--- config.mk ---
export PLATFORM = sky130hd
export DESIGN_NAME = seg_decoder_host
export DESIGN_NICKNAME = d
export VERILOG_FILES = /design/src/rtl/seg_host_pkg.sv /design/src/rtl/pwm_if.sv /design/src/rtl/seg_decoder_host.sv /design/src/rtl/blank_pwm.sv
export VERILOG_INCLUDE_DIRS = /design/src /design/src/rtl
export SDC_FILE = /design/constraint.sdc
export NUM_CORES = 1
export LEC_CHECK = 0
export ABC_AREA = 0
export BUFFER_PORTS_ARGS = -buffer_cell sky130_fd_sc_hd__buf_4
export CELL_PAD_IN_SITES_DETAIL_PLACEMENT = 1
export CELL_PAD_IN_SITES_GLOBAL_PLACEMENT = 2
export CORE_UTILIZATION = 35
export DETAILED_ROUTE_END_ITERATION = 8
export MAX_ROUTING_LAYER = met4
export PLACE_DENSITY_LB_ADDON = 0.1
export REMOVE_ABC_BUFFERS = 1
export SKIP_CTS_REPAIR_TIMING = 1
export SLEW_MARGIN = 20
export SYNTH_ARGS = -nofsm -noshare
export SYNTH_HDL_FRONTEND = slang
export SYNTH_SLANG_ARGS = --single-unit
--- constraint.sdc ---
create_clock -name clock -period 5.1 [get_ports clock]
set_input_delay 1.275 -clock clock [delete_from_list [all_inputs] [get_ports clock]]
set_output_delay 1.275 -clock clock [all_outputs]
set_load 0.03 [all_outputs]
--- src/rtl/seg_host_params.svh ---
// Offsets, field positions, reset values and timing for the display host.
// Assumes a 250 MHz clock and a 32-bit AXI4-Lite register port.
`ifndef SEG_HOST_PARAMS_SVH
`define SEG_HOST_PARAMS_SVH

// ****************************************
// Register map (byte addresses)
// ****************************************
`define SEG_ADDR_W 5
`define SEG_OFF_CTRL 5'h00
`define SEG_OFF_DIGIT 5'h04
`define SEG_OFF_DUTY 5'h08
`define SEG_OFF_STATUS 5'h0C

// ****************************************
// Control fields
// ****************************************
`define CTRL_TRANSP 0
`define CTRL_LAMP 1
`define CTRL_ROLE_LO 2
`define CTRL_ROLE_HI 3
`define CTRL_BLANK 4
`define CTRL_PWM 5
`define CTRL_FONT 6
`define CTRL_RESET 8'h00

// Chain roles of the attached stage
`define ROLE_MOST 2'h0
`define ROLE_LS_INT 2'h1
`define ROLE_FRACT_END 2'h2
`define ROLE_FOLLOW 2'h3

// ****************************************
// Status fields
// ****************************************
`define STAT_BUSY 0
`define STAT_PIN 1
`define STAT_MISMATCH 2
`define STAT_SEG_LO 8
`define STAT_DIGIT_LO 16

// ****************************************
// Reset values and segment patterns
// ****************************************
`define DIGIT_RESET 4'h0
`define DUTY_RESET 8'h00
`define SEG_ALL_ON 7'h7F
`define SEG_ALL_OFF 7'h00

// ****************************************
// Bus answers
// ****************************************
`define RESP_OKAY 2'h0
`define RESP_SLVERR 2'h2

// ****************************************
// Timing
// ****************************************
`define CLK_PERIOD_NS 4
`define LATCH_OPEN_NS 20
`define LATCH_HOLD_NS 20

`endif

--- src/rtl/seg_host_pkg.sv ---
// Types shared by the display host and its brightness generator.
// Assumes nothing beyond a SystemVerilog compiler.
package seg_host_pkg;

	typedef logic [3:0] digit_t;
	typedef logic [6:0] seg_t;
	typedef logic [7:0] duty_t;

	// Latch load sequence
	typedef enum logic [1:0] {ST_IDLE, ST_OPEN, ST_HOLD} load_state_e;

endpackage

--- src/rtl/pwm_if.sv ---
// Link between the host core and its brightness generator.
// Assumes both ends run on the same clock.
interface pwm_if;

	logic enable;
	seg_host_pkg::duty_t duty;
	logic pull;

	modport ctl (output enable, output duty, input pull);
	modport gen (input enable, input duty, output pull);

endinterface

--- src/rtl/seg_decoder_host.sv ---
// Host for one BCD seven-segment decoder stage with latch and blanking chain.
// Assumes software on AXI4-Lite and a decoder wired to the pin ports.
//
// Functional notes
// - Outside logic pulls the chain pin only low, open-collector style.
// - Each integer stage's chain output feeds the chain input of the next lower stage.
// - The most significant stage has its chain input tied low.
// - The least significant integer stage leaves its chain input high.
// - Fraction stages chain upward from the least significant one.
//
// Our own choices: the AXI4-Lite interface to the registers and the address map.
`include "seg_host_params.svh"

module seg_decoder_host
(
	input wire logic clock,
	input wire logic rst,
	input wire logic ce,
	input wire logic [`SEG_ADDR_W-1:0] awaddr,
	input wire logic awvalid,
	output logic awready,
	input wire logic [31:0] wdata,
	input wire logic [3:0] wstrb,
	input wire logic wvalid,
	output logic wready,
	output logic [1:0] bresp,
	output logic bvalid,
	input wire logic bready,
	input wire logic [`SEG_ADDR_W-1:0] araddr,
	input wire logic arvalid,
	output logic arready,
	output logic [31:0] rdata,
	output logic [1:0] rresp,
	output logic rvalid,
	input wire logic rready,
	output seg_host_pkg::digit_t digitOut,
	output logic latchEnableN,
	output logic lampCheckN,
	output logic blankChainInN,
	output logic fontTails,
	input wire logic chainFromUpstreamN,
	input wire logic blankChainOutNIn,
	output logic blankChainOutNOut,
	output logic blankChainOutNOeN,
	input wire seg_host_pkg::seg_t segIn
);
	import seg_host_pkg::*;

	localparam int OPEN_CYC =
		(`LATCH_OPEN_NS + `CLK_PERIOD_NS - 1) / `CLK_PERIOD_NS;
	localparam int HOLD_CYC =
		(`LATCH_HOLD_NS + `CLK_PERIOD_NS - 1) / `CLK_PERIOD_NS;

	// ****************************************
	// Helper functions
	// ****************************************

	// Word offset of a byte address
	function automatic logic [`SEG_ADDR_W-1:0] wordOf(
		input logic [`SEG_ADDR_W-1:0] addr);
		wordOf = {addr[`SEG_ADDR_W-1:2], 2'b00};
	endfunction

	// Byte-lane merge for lane zero
	function automatic logic [7:0] mergeByte(input logic [7:0] old,
		input logic [7:0] val, input logic strobe);
		mergeByte = strobe ? val : old;
	endfunction

	// Segments the decoder should show, order {g,f,e,d,c,b,a}
	function automatic seg_t expectSeg(input logic lampOn,
		input logic blanked, input digit_t dig, input logic tails);
		seg_t s;
		s = `SEG_ALL_OFF;
		case (dig)
			4'h0: s = 7'h3F;
			4'h1: s = tails ? 7'h06 : 7'h30;
			4'h2: s = 7'h5B;
			4'h3: s = 7'h4F;
			4'h4: s = 7'h66;
			4'h5: s = 7'h6D;
			4'h6: s = tails ? 7'h7D : 7'h7C;
			4'h7: s = 7'h07;
			4'h8: s = 7'h7F;
			4'h9: s = tails ? 7'h6F : 7'h67;
			default: s = `SEG_ALL_OFF;
		endcase
		if (blanked)
			s = `SEG_ALL_OFF;
		if (lampOn)
			s = `SEG_ALL_ON;
		expectSeg = s;
	endfunction

	// ****************************************
	// State
	// ****************************************
	logic awreadyReg, awreadyNext, bvalidReg, bvalidNext;
	logic [1:0] brespReg, brespNext, rrespReg, rrespNext;
	logic arreadyReg, arreadyNext, rvalidReg, rvalidNext;
	logic [31:0] rdataReg, rdataNext;
	logic [7:0] ctrlReg, ctrlNext;
	duty_t dutyReg, dutyNext;
	logic reqLoadReg, reqLoadNext;
	digit_t newDigitReg, newDigitNext;
	load_state_e stateReg, stateNext;
	logic [3:0] cntReg, cntNext;
	digit_t digitReg, digitNext;
	logic latchEnReg, latchEnNext;
	logic lampReg, lampNext, chainInReg, chainInNext;
	logic fontReg, fontNext, oeNReg, oeNNext;
	logic pinLevelReg, pinLevelNext, mismatchReg, mismatchNext;
	seg_t segSampleReg, segSampleNext;
	logic [1:0] role;
	pwm_if pwmLink();

	assign role = ctrlReg[`CTRL_ROLE_HI:`CTRL_ROLE_LO];

	// ****************************************
	// AXI4-Lite write channel
	// ****************************************

	// Accept address and data together, answer after the handshake
	always_comb
	begin
		awreadyNext = 1'b0;
		bvalidNext = bvalidReg;
		brespNext = brespReg;
		ctrlNext = ctrlReg;
		dutyNext = dutyReg;
		reqLoadNext = 1'b0;
		newDigitNext = newDigitReg;
		if (bvalidReg && bready)
			bvalidNext = 1'b0;
		if (awreadyReg)
		begin
			bvalidNext = 1'b1;
			brespNext = `RESP_OKAY;
			case (wordOf(awaddr))
				`SEG_OFF_CTRL: ctrlNext = mergeByte(ctrlReg, wdata[7:0], wstrb[0]);
				`SEG_OFF_DIGIT:
				begin
					if (wstrb[0])
					begin
						newDigitNext = wdata[3:0];
						reqLoadNext = 1'b1;
					end
				end
				`SEG_OFF_DUTY: dutyNext = mergeByte(dutyReg, wdata[7:0], wstrb[0]);
				`SEG_OFF_STATUS: brespNext = `RESP_OKAY;
				default: brespNext = `RESP_SLVERR;
			endcase
		end
		else if (!bvalidReg && awvalid && wvalid)
			awreadyNext = 1'b1;
	end

	// Register the write side
	always_ff @(posedge clock or posedge rst)
	begin
		if (rst)
		begin
			awreadyReg <= 1'b0;
			bvalidReg <= 1'b0;
			brespReg <= `RESP_OKAY;
			ctrlReg <= `CTRL_RESET;
			dutyReg <= `DUTY_RESET;
			reqLoadReg <= 1'b0;
			newDigitReg <= `DIGIT_RESET;
		end
		else if (ce)
		begin
			awreadyReg <= awreadyNext;
			bvalidReg <= bvalidNext;
			brespReg <= brespNext;
			ctrlReg <= ctrlNext;
			dutyReg <= dutyNext;
			reqLoadReg <= reqLoadNext;
			newDigitReg <= newDigitNext;
		end
	end

	// ****************************************
	// AXI4-Lite read channel
	// ****************************************

	// One read at a time, data one cycle after the address handshake
	always_comb
	begin
		arreadyNext = 1'b0;
		rvalidNext = rvalidReg;
		rdataNext = rdataReg;
		rrespNext = rrespReg;
		if (rvalidReg && rready)
			rvalidNext = 1'b0;
		if (arreadyReg)
		begin
			rvalidNext = 1'b1;
			rrespNext = `RESP_OKAY;
			rdataNext = 32'h0000_0000;
			case (wordOf(araddr))
				`SEG_OFF_CTRL: rdataNext[7:0] = ctrlReg;
				`SEG_OFF_DIGIT: rdataNext[3:0] = digitReg;
				`SEG_OFF_DUTY: rdataNext[7:0] = dutyReg;
				`SEG_OFF_STATUS:
				begin
					rdataNext[`STAT_BUSY] = (stateReg != ST_IDLE);
					rdataNext[`STAT_PIN] = pinLevelReg;
					rdataNext[`STAT_MISMATCH] = mismatchReg;
					rdataNext[`STAT_SEG_LO +: 7] = segSampleReg;
					rdataNext[`STAT_DIGIT_LO +: 4] = digitReg;
				end
				default: rrespNext = `RESP_SLVERR;
			endcase
		end
		else if (!rvalidReg && arvalid)
			arreadyNext = 1'b1;
	end

	// Register the read side
	always_ff @(posedge clock or posedge rst)
	begin
		if (rst)
		begin
			arreadyReg <= 1'b0;
			rvalidReg <= 1'b0;
			rdataReg <= 32'h0000_0000;
			rrespReg <= `RESP_OKAY;
		end
		else if (ce)
		begin
			arreadyReg <= arreadyNext;
			rvalidReg <= rvalidNext;
			rdataReg <= rdataNext;
			rrespReg <= rrespNext;
		end
	end

	// ****************************************
	// Digit latch load sequence
	// ****************************************

	// Open the latch, present the digit, then close it and hold the data
	always_comb
	begin
		stateNext = stateReg;
		cntNext = cntReg;
		digitNext = digitReg;
		latchEnNext = latchEnReg;
		case (stateReg)
			ST_IDLE:
			begin
				latchEnNext = !ctrlReg[`CTRL_TRANSP];
				if (reqLoadReg)
				begin
					digitNext = newDigitReg;
					latchEnNext = 1'b0;
					cntNext = 4'(OPEN_CYC - 1);
					stateNext = ST_OPEN;
				end
			end
			ST_OPEN:
			begin
				if (cntReg == 4'h0)
				begin
					latchEnNext = !ctrlReg[`CTRL_TRANSP];
					cntNext = 4'(HOLD_CYC - 1);
					stateNext = ST_HOLD;
				end
				else
					cntNext = cntReg - 4'h1;
			end
			ST_HOLD:
			begin
				// Digit stays put past the rising enable edge
				if (cntReg == 4'h0)
					stateNext = ST_IDLE;
				else
					cntNext = cntReg - 4'h1;
			end
			default: stateNext = ST_IDLE;
		endcase
	end

	// Register the load sequence
	always_ff @(posedge clock or posedge rst)
	begin
		if (rst)
		begin
			stateReg <= ST_IDLE;
			cntReg <= 4'h0;
			digitReg <= `DIGIT_RESET;
			latchEnReg <= 1'b1;
		end
		else if (ce)
		begin
			stateReg <= stateNext;
			cntReg <= cntNext;
			digitReg <= digitNext;
			latchEnReg <= latchEnNext;
		end
	end

	// ****************************************
	// Device pins and checking
	// ****************************************
	assign pwmLink.enable = ctrlReg[`CTRL_PWM];
	assign pwmLink.duty = dutyReg;

	// Brightness modulation of the blanking pin
	blank_pwm dimmer
	(
		.clock(clock),
		.rst(rst),
		.ce(ce),
		.pwm(pwmLink.gen)
	);

	// Static pin levels, open-drain pull and decode check
	always_comb
	begin
		lampNext = !ctrlReg[`CTRL_LAMP];
		fontNext = ctrlReg[`CTRL_FONT];
		case (role)
			`ROLE_MOST: chainInNext = 1'b0;
			`ROLE_LS_INT: chainInNext = 1'b1;
			`ROLE_FRACT_END: chainInNext = 1'b0;
			`ROLE_FOLLOW: chainInNext = chainFromUpstreamN;
			default: chainInNext = 1'b1;
		endcase
		// Pin only ever pulled low, never driven high
		oeNNext = !(ctrlReg[`CTRL_BLANK] || pwmLink.pull);
		pinLevelNext = blankChainOutNIn;
		segSampleNext = segIn;
		// Low pin blanks a zero under chain low or an external pull
		mismatchNext = (stateReg == ST_IDLE) && (segSampleReg !=
			expectSeg(!lampReg, !pinLevelReg, digitReg, fontReg));
		if (!chainInReg && digitReg == 4'h0 && lampReg && pinLevelReg
			&& stateReg == ST_IDLE)
			mismatchNext = 1'b1;
	end

	// Register the pin drivers and samples
	always_ff @(posedge clock or posedge rst)
	begin
		if (rst)
		begin
			lampReg <= 1'b1;
			chainInReg <= 1'b1;
			fontReg <= 1'b0;
			oeNReg <= 1'b1;
			pinLevelReg <= 1'b1;
			segSampleReg <= `SEG_ALL_OFF;
			mismatchReg <= 1'b0;
		end
		else if (ce)
		begin
			lampReg <= lampNext;
			chainInReg <= chainInNext;
			fontReg <= fontNext;
			oeNReg <= oeNNext;
			pinLevelReg <= pinLevelNext;
			segSampleReg <= segSampleNext;
			mismatchReg <= mismatchNext;
		end
	end

	// ****************************************
	// Outputs
	// ****************************************
	assign awready = awreadyReg;
	assign wready = awreadyReg;
	assign bvalid = bvalidReg;
	assign bresp = brespReg;
	assign arready = arreadyReg;
	assign rvalid = rvalidReg;
	assign rdata = rdataReg;
	assign rresp = rrespReg;
	assign digitOut = digitReg;
	assign latchEnableN = latchEnReg;
	assign lampCheckN = lampReg;
	assign blankChainInN = chainInReg;
	assign fontTails = fontReg;
	assign blankChainOutNOut = 1'b0; // Open-drain data is always low
	assign blankChainOutNOeN = oeNReg;

endmodule

--- src/rtl/blank_pwm.sv ---
// Brightness generator: a pull request on the blanking pin with set duty.
// Assumes the host turns the request into an open-drain drive.
module blank_pwm
(
	input wire logic clock,
	input wire logic rst,
	input wire logic ce,
	pwm_if.gen pwm
);
	import seg_host_pkg::*;

	duty_t cntReg;
	duty_t cntNext;
	logic pullReg;
	logic pullNext;

	// ****************************************
	// Period counter and pull decision
	// ****************************************

	// Duty is the lit share of a 256-cycle period
	always_comb
	begin
		cntNext = cntReg + 8'h01;
		pullNext = pwm.enable && (cntReg >= pwm.duty);
	end

	// Register the counter and the pull request
	always_ff @(posedge clock or posedge rst)
	begin
		if (rst)
		begin
			cntReg <= 8'h00;
			pullReg <= 1'b0;
		end
		else if (ce)
		begin
			cntReg <= cntNext;
			pullReg <= pullNext;
		end
	end

	assign pwm.pull = pullReg;

endmodule

==> results of run 1 <==
state kept, by name, summed over array words and instances, names as in the netlist, 2 cells and up:
signal         flops
cntReg             4
ctrlReg            8
digitOut           4
dimmer.cntReg      8
dutyReg            8
newDigitReg        4
rdata             19
segSampleReg       7
stateReg           2
stage by stage:
stage	utilization [%]	total power [mW]	instance area (µm²)	hold WS [ns]	worst slack, ns
floorplan	-	1.26	3870	0.388	1.81
global placement	41.6	1.46	4570	0.418	1.85
detailed placement	41.6	1.48	4570	0.425	1.84
CTS	44.2	2.10	4850	0.442	2.18
global route	44.2	2.21	4850	0.470	2.09
finish	44.2	2.07	4850	0.431	2.26
placed cells by master, fill, tap and decap left out, drive strengths merged, types with 3 or more instances in the layout:
master,count
and3,3
buf,69
mux2,29
clkinvlp,3
dfrtp,74
clkbuf,10
nand2,32
mux4,3
conb,16
o41ai,3
nand3b,5
o21ai,27
o22ai,3
clkinv,4
dfstp,5
ha,14
nand2b,5
nand4,4
inv,23
a22o,16
xor2,5
mux2i,9
o211ai,4
a21o,4
nand3,4
xnor2,7
a21oi,8
nor2,11
nand4b,4
cell families (layout without fill, tap and decap cells):
kind of cell / count (synthesis) / count (layout)
muxes: 41 / 41
other: 1 / 16
xor gates and xnor gates: 12 / 12
adders and majority gates: 14 / 14
DFF: 79 / 79
and+or+nand+nor: 79 / 79
AOI/OAI and AO/OA: 81 / 81
buffers and inverters: 56 / 109
power by group through the flow:
stage	registers, mW	logic [mW]	clock network, mW
final	0.868	0.591	0.609
after CTS	0.870	0.603	0.628
after global placement	0.877	0.582	0
after global routing	0.889	0.664	0.657
after detailed placement	0.881	0.598	0
after floorplan	0.931	0.331	0
worst min path at each step:
stage	startpoint	endpoint	slack, ns	cells after the start
after floorplan	dimmer.pwm.pull	blankChainOutNOeN	0.39	1
after global placement	dimmer.pwm.pull	blankChainOutNOeN	0.42	1
after detailed placement	dimmer.pwm.pull	blankChainOutNOeN	0.42	1
after CTS	dimmer.pwm.pull	blankChainOutNOeN	0.44	1
after global routing	dimmer.pwm.pull	blankChainOutNOeN	0.47	1
final	dimmer.pwm.pull	blankChainOutNOeN	0.43	1
metal layers:
layer  part of all wire [%]  vias up  track usage (%)
met1                     48     1449             23.8
met4                   0.53        0             2.61
met3                    3.8        8             4.12
met5                      0        -                -
met2                     48       62             28.4
li1                       -     1390                -
area by class of cell:
class,instances,area (µm²)
tap,140,175
clock inverter,6,45.0
multi-input combinational,243,1800
clock buffer,10,239
inverter,24,91.3
timing repair buffer,69,518
fill,1217,6130
sequential,79,1980
==> flow_summary.toml, run 1 <==
[status]
status = "complete, no violations"

[pwr]
seqPwrFrac_pct = 42.0
ir_worst_vdd_v = 0.000218
p_comb_share_pct = 28.6
powerDensity_nw_per_um2 = 426
p_int_mw = 1.36
power_leakage_nw = 2.35
switchingPower_mw = 0.712
p_clk_share_pct = 29.5
swShare_pct = 34.4

[yosys]
avgSynthCellArea_um2 = 11.0
synth_warnings = 0
synth_top_cells_by_count = "dfrtp_1, nand2_1, mux2_2"
ys_ff_latch = 79
synth-main-ff-cell = "dfrtp_1"
async_flop_share_pct = 100
synthAdderAreaFrac_pct = 4.37
synthCells = 363
yosysMostFrequentCell = "dfrtp_1"
synthXorXnorAreaFrac_pct = 2.62
synth_edf_count = 0
synth_top_family_by_area = "compound AO/OA/AOI/OAI gates"
yosysTopAreaCell = "dfrtp_1"
synth_compound_area_share_pct = 14.0
yosys.area_share.simple_pct = 10.3
synthMuxAreaShare_pct = 12.1
yosysSeqAreaShare_pct = 49.5
synth_top_area_share_pct = 46.2
ys_types = 53
synth_area_leaders = "dfrtp_1, mux2_2, ha_1"
synth_area_um2 = 4010

[critical_path]
critical_path_class = "in2reg"
reg2reg_to = "mismatchReg"
regToRegSetupSlack_ns = 2.74
cpMaxStageDelayCell = "nor3b_1"
path_delay_family = "simple AND/OR/NAND/NOR gates"
r2r-start = "digitOut[2]"
required_ns = 5.32
crit_path_max_incr_delay_ns = 0.78
cp_num_cells = 4
endpoint_kind = "flip-flop"
startpoint = "ce"
endpoint = "newDigitReg[0]"
crit_path_start_kind = "input pin"
worst-path-max-fanout = 32
worstPathCellList = "buf_4 > nand4b_1 > nor3b_1 > mux2_2"
arrival_ns = 3.06
critPathBufInv = 1
ff2ff_path_depth = 6

[routing]
drc = 0
wirelength_um = 9460
firstDrtPassIters = 4
via_per_inst = 5.09
ant_nets = 0
vias = 2909
drt_iter0_drc = 67
wl_per_cell_um = 16.6

[clock_network]
cts_tree = "done"
htree_levels = 3
clock_tree.root_cell = "clkbuf_16"
clock_path_buffers = 2
numClockSinks = 79
numCtsBuffers = 9
clk_pin_slew_ns = 0.06
clock_latency_ns = 0.33

[global_route]
grt_pass1_vias = 2986
grt_max_degree = 52
grt_pass1_wl_um = 15800
grt.overflow.total = 0
antenna_found_initial = 0
grt_usage_pct = 17.9

[floorplan]
start_util_pct = 36.5
dieWidth_um = 109
rows = 38
io_pins = 114
fp.dieArea_um2 = 11900
dieHeight_um = 109
core_area_um2 = 11000

[place]
placed_cells = 555
port_buffers = 66
place_congestion = 0.763
dp_hpwl_um = 6900

[sta]
setup_viol = 0
max_freq_mhz = 352
finalCritPeriodShare_pct = 55.7
skew_ns = 0.00604
slew_violations = 0
finalSetupTns_ns = 0
slew_headroom_pct = 41.1
final_hold_viol_count = 0
rsz0062_at_grt = "no"
worst_pin_slew_ns = 0.883
min_period_ns = 2.84

[finish]
fin_cells = 571
syn2layout_area_growth_pct = 20.9
finalNetCount = 503
drive_gt1_share_pct = 29.7
antenna_cells = 0

[hold_path]
hold_path.class = "reg2reg"

[flow_run]
cap_violations = 0
Note: power is estimated with default switching activity, not from simulation.
==> inputs of run 2 (changes only) <==
- ABC_AREA: 0 -> 1
- CORE_UTILIZATION: 35 -> 29
- clock period: 5.1 -> 2.7 ns (I/O delays scaled with it)
==> run 2 against run 1 <==
Sequential share of layout area shrank 1.7 points. Global-route usage shrank 1.0 points. Hold slack lost 0.054 ns. Final cell count grew 32%. Flip-flop and latch count is the same. Clock-buffer cell count is the same. Register-to-register slack lost 1.8 ns. Via count grew 18%. Clock skew is essentially flat. Critical path depth shrank 3. Critical path type is now reg2out. Largest power group is now combinational logic.
==> flow_summary.toml, run 2 <==
[finish]
design_area_um2 = 5060
antenna_cells = 0
finalNetCount = 650
most-common-layout-cells = "nand2_1, dfrtp_1, buf_4"
final_util_pct = 37.8
final_common_cell = "nand2_1"
drive_gt1_share_pct = 17.6
syn2layout_area_growth_pct = 25.5
fin_cells = 754
largest_register_ffs = 19

[pwr]
power_leakage_nw = 2.61
p_clk_share_pct = 28.6
p_int_mw = 3.47
switchingPower_mw = 2.18
powerDensity_nw_per_um2 = 1120
seqPwrFrac_pct = 35.2
swShare_pct = 38.5
p_comb_share_pct = 36.3
power.total_mw = 5.65
ir_worst_vdd_v = 0.000474

[clock_network]
cts_tree = "done"
htree_levels = 3
clock_latency_ns = 0.34
clock_path_buffers = 2
numCtsBuffers = 9
numClockSinks = 79
clock_tree.root_cell = "clkbuf_16"
clk_pin_slew_ns = 0.06

[sta]
skew_ns = 0.00582
finalSetupTns_ns = 0
hold_ws_ns = 0.377
rsz0062_at_grt = "no"
slew_headroom_pct = 60.5
max_freq_mhz = 522
min_period_ns = 1.92
final_hold_viol_count = 0
setup_viol = 0
finalCritPeriodShare_pct = 70.9
slew_violations = 0
worst_pin_slew_ns = 0.591
worst_slack_ns = 0.785

[yosys]
ys_ff_latch = 79
synthCells = 505
synth_area_leaders = "dfrtp_1, nand2_1, o21ai_0"
avgSynthCellArea_um2 = 7.99
synth_area_um2 = 4030
yosysMostFrequentCell = "nand2_1"
synth-main-ff-cell = "dfrtp_1"
yosysTopAreaCell = "dfrtp_1"
synth_warnings = 0
async_flop_share_pct = 100
synth_top_area_share_pct = 45.9
ys_types = 28
synth_top_cells_by_count = "nand2_1, dfrtp_1, inv_1"
yosysSeqAreaShare_pct = 49.2
synth_edf_count = 0

[critical_path]
cpMaxStageDelayCell = "dfstp_2"
path_delay_family = "flip-flops"
critical_path_class = "reg2out"
worstPathCellList = "buf_4"
worst-path-max-fanout = 14
crit_path_max_incr_delay_ns = 0.69
cp_num_cells = 1
required_ns = 2.03
ff2ff_path_depth = 9
critPathBufInv = 1
arrival_ns = 1.24
endpoint_kind = "output pin"
crit_path_start_kind = "flip-flop"

[place]
place_congestion = 0.848
placed_cells = 738
port_buffers = 66
pre_cts_ws_ns = 0.557
dp_hpwl_um = 8180
dpl_cell_area_um2 = 4670

[flow_run]
cap_violations = 0

[floorplan]
dieHeight_um = 120
dieWidth_um = 120
io_pins = 114
core_area_um2 = 13400
rows = 42
fp.dieArea_um2 = 14400
start_util_pct = 30.1

[global_route]
grt_pass1_wl_um = 18300
antenna_found_initial = 0
grt_max_degree = 51
grt.overflow.total = 0
grt_pass1_vias = 3545
grt_usage_pct = 16.9

[routing]
drt_iter0_drc = 89
wirelength_um = 10900
via_per_inst = 4.55
drc = 0
vias = 3434
ant_nets = 0
firstDrtPassIters = 4
wl_per_cell_um = 14.5

[hold_path]
hold_path.class = "in2async"

[status]
status = "complete, no violations"
## run 2: cell types whose count changed after synthesis, moves of 16 or more
cell	previous run	this run
inv_1	23	64
nor2_1	11	39
mux2_2	29	0
a22o_1	16	0
nand2_1	32	151
o21ai_0	26	59
## run 2: power by group through the flow
| stage | logic, mW | clock network, mW | registers, mW |
|---|---|---|---|
| finish | 2.05 | 1.61 | 1.99 |
| global route | 2.31 | 1.70 | 2.06 |
| CTS | 2.09 | 1.66 | 2.00 |
| detailed placement | 2.08 | 0 | 2.02 |
| global placement | 2.03 | 0 | 2.01 |
| floorplan | 1.00 | 0 | 2.30 |
## run 2: path summary, 6_finish.rpt
| kind | start | slack (ns) | to |
|---|---|---|---|
| setup / recovery | lampCheckN | 0.78 | lampCheckN |
| hold / removal | rst | 0.38 | rvalid |
| setup reg to reg | stateReg[0] | 0.91 | cntReg[1] |
| hold reg to reg | dimmer.pwm.pull | 0.43 | blankChainOutNOeN |
| max in group asynchronous | rst | 1.61 | blankChainOutNOeN |
| min in group clock | dimmer.pwm.pull | 0.43 | blankChainOutNOeN |
## run 2: cells by family (layout without fill, tap and decap cells)
group | Yosys count | after routing | synth area share [%]
and+or+nand+nor | 216 | 216 | 21.3
buffers and inverters | 96 | 154 | 11.0
AOI/OAI and AO/OA | 90 | 90 | 12.1
DFF | 79 | 79 | 49.2
adders and majority gates | 14 | 14 | 4.34
xor gates and xnor gates | 9 | 9 | 1.95
other | 1 | 16 | 0.0930
## run 2: cell type report
class	count	area [µm²]
sequential	79	1980
timing repair buffer	71	546
inverter	67	255
clock buffer	10	239
multi-input combinational	345	1660
tap	176	220
fill	1608	8340
clock inverter	6	155
## run 2: routing by layer
metal	global-route usage (%)	routed length, µm	share of wire (%)
met5	-	0	0
met4	6.09	165	1.5
met3	3.04	426	3.9
met2	25.2	4880	45
met1	22.9	5470	50
==> inputs of run 3 (changes only) <==
- clock period: 2.7 -> 2 ns (I/O delays scaled with it)
==> run 3 against run 2 <==
Clock skew about the same. Non-clock buffer count is 7 higher. Register-to-register slack worse by 0.67 ns. Die area is the same. First-iteration DRC count up 28%. Routed wire length increased by 0.41%. Total power grew 28%. Combinational power is 37% higher. Global-route usage is 0.29 points higher. Worst setup slack got worse by 0.55 ns. Critical path depth is 11 higher. Critical endpoint is now mismatchReg. Largest power group unchanged.
==> flow_summary.toml, run 3 (synthesis results as in run 2) <==
[critical_path]
worstPathCellList = "o21ai_0 > nand3_1 > nand2_1 > nand2_1 > nand2_1 > nand2_1 > nor2_1 > nand2_1 > nor2_1 > nand2_1 > nand2_1 > nand2_1"
critPathBufInv = 0
r2r-start = "digitOut[3]"
startpoint = "digitOut[3]"
endpoint_kind = "flip-flop"
cpMostUsedCell = "nand2_1"
crit_path_start_kind = "flip-flop"
path_delay_family = "simple AND/OR/NAND/NOR gates"
arrival_ns = 1.98
crit_path_max_incr_delay_ns = 0.51
cpMaxStageDelayCell = "dfrtp_1"
required_ns = 2.22
critical_path_class = "reg2reg"
worst-path-max-fanout = 8
regToRegSetupSlack_ns = 0.24

[finish]
fin_cells = 760
most-common-layout-cells = "nand2_1, buf_4, dfrtp_1"
final_common_cell = "nand2_1"
seqCellArea_um2 = 1990
largest_register_ffs = 19
multi_input_area_um2 = 1670
fill_cells = 1642
finalNetCount = 657
antenna_cells = 0
drive_gt1_share_pct = 19.2
syn2layout_area_growth_pct = 25.2

[global_route]
grt_usage_pct = 17.2
grt_max_degree = 38
grt.overflow.total = 0
grt_pass1_vias = 3642
antenna_found_initial = 0
grt_pass1_wl_um = 18600

[floorplan]
dieHeight_um = 120
start_util_pct = 30.1
core_area_um2 = 13400
io_pins = 114
rows = 42
fp.dieArea_um2 = 14400
dieWidth_um = 120

[routing]
drt_iter0_drc = 114
via_per_inst = 4.55
wl_per_cell_um = 14.5
vias = 3460
ant_nets = 0
drc = 0
wirelength_um = 11000
firstDrtPassIters = 4

[sta]
min_period_ns = 1.76
skew_ns = 0.00587
max_freq_mhz = 567
finalCritPeriodShare_pct = 88.1
slew_violations = 0
hold_ws_ns = 0.145
final_hold_viol_count = 0
setup_viol = 0

[clock_network]
numClockSinks = 79
clock_path_buffers = 2
clock_latency_ns = 0.34
cts_tree = "done"
clock_tree.root_cell = "clkbuf_16"
numCtsBuffers = 9
clk_pin_slew_ns = 0.06
htree_levels = 3

[pwr]
ir_worst_vdd_v = 0.000476
powerDensity_nw_per_um2 = 1440
power_leakage_nw = 2.60
power.total_mw = 7.25

[status]
status = "complete, no violations"

[hold_path]
hold_path.class = "in2async"

[place]
port_buffers = 66
place_congestion = 0.850
dp_hpwl_um = 8470
placed_cells = 745

[flow_run]
cap_violations = 0
run 3: power by group:
group          internal [mW]  switching, mW  total [mW]
combinational           1.04           1.77        2.81
clock                   1.10          0.641        1.74
sequential              2.18          0.513        2.70
total                   4.32           2.92        7.25
run 3: path summary, 6_finish.rpt:
kind                                      to  depth (start not counted)
setup reg to reg                 mismatchReg                         12
hold / removal                      rdata[9]                          2
min in group clock           segSampleReg[3]                          3
max in group asynchronous  blankChainOutNOeN                          3
setup / recovery                 mismatchReg                         12
hold reg to reg            blankChainOutNOeN                          1
run 3: metrics by stage:
step / utilization [%] / setup slack (ns) / area, µm² / TNS (ns)
after global placement: 35.2 / 0.199 / 4720 / 0
after CTS: 37.6 / 0.180 / 5040 / 0
after detailed placement: 35.2 / 0.172 / 4720 / 0
after floorplan: - / -0.515 / 3900 / -38.17
final: 37.7 / 0.237 / 5050 / 0
after global routing: 37.7 / -0.00876 / 5050 / -0.00876
run 3: per-layer routing:
metal  vias to the layer above  GRT usage [%]  part of all wire [%]
met5                         -              -                     0
met3                        11           2.90                   3.0
met2                        71           26.8                    46
met4                         0           6.09                   1.6
li1                       1717              -                     -
met1                      1661           22.5                    49
run 3: area by class of cell:
cell class,count,area share (%)
Clock inverter,2,0.743
Tap cell,176,4.36
Timing Repair Buffer,78,11.8
Multi-Input combinational cell,345,33.1
Clock buffer,13,5.55
Inverter,67,5.06
Sequential cell,79,39.4
run 3: worst reg2reg max path, delay by kind of cell (launching register included):
family / cells / cell delay, ns
AND/OR/NAND/NOR: 11 / 0.83
AO/OA/AOI/OAI: 1 / 0.32
flip-flops: 1 / 0.51
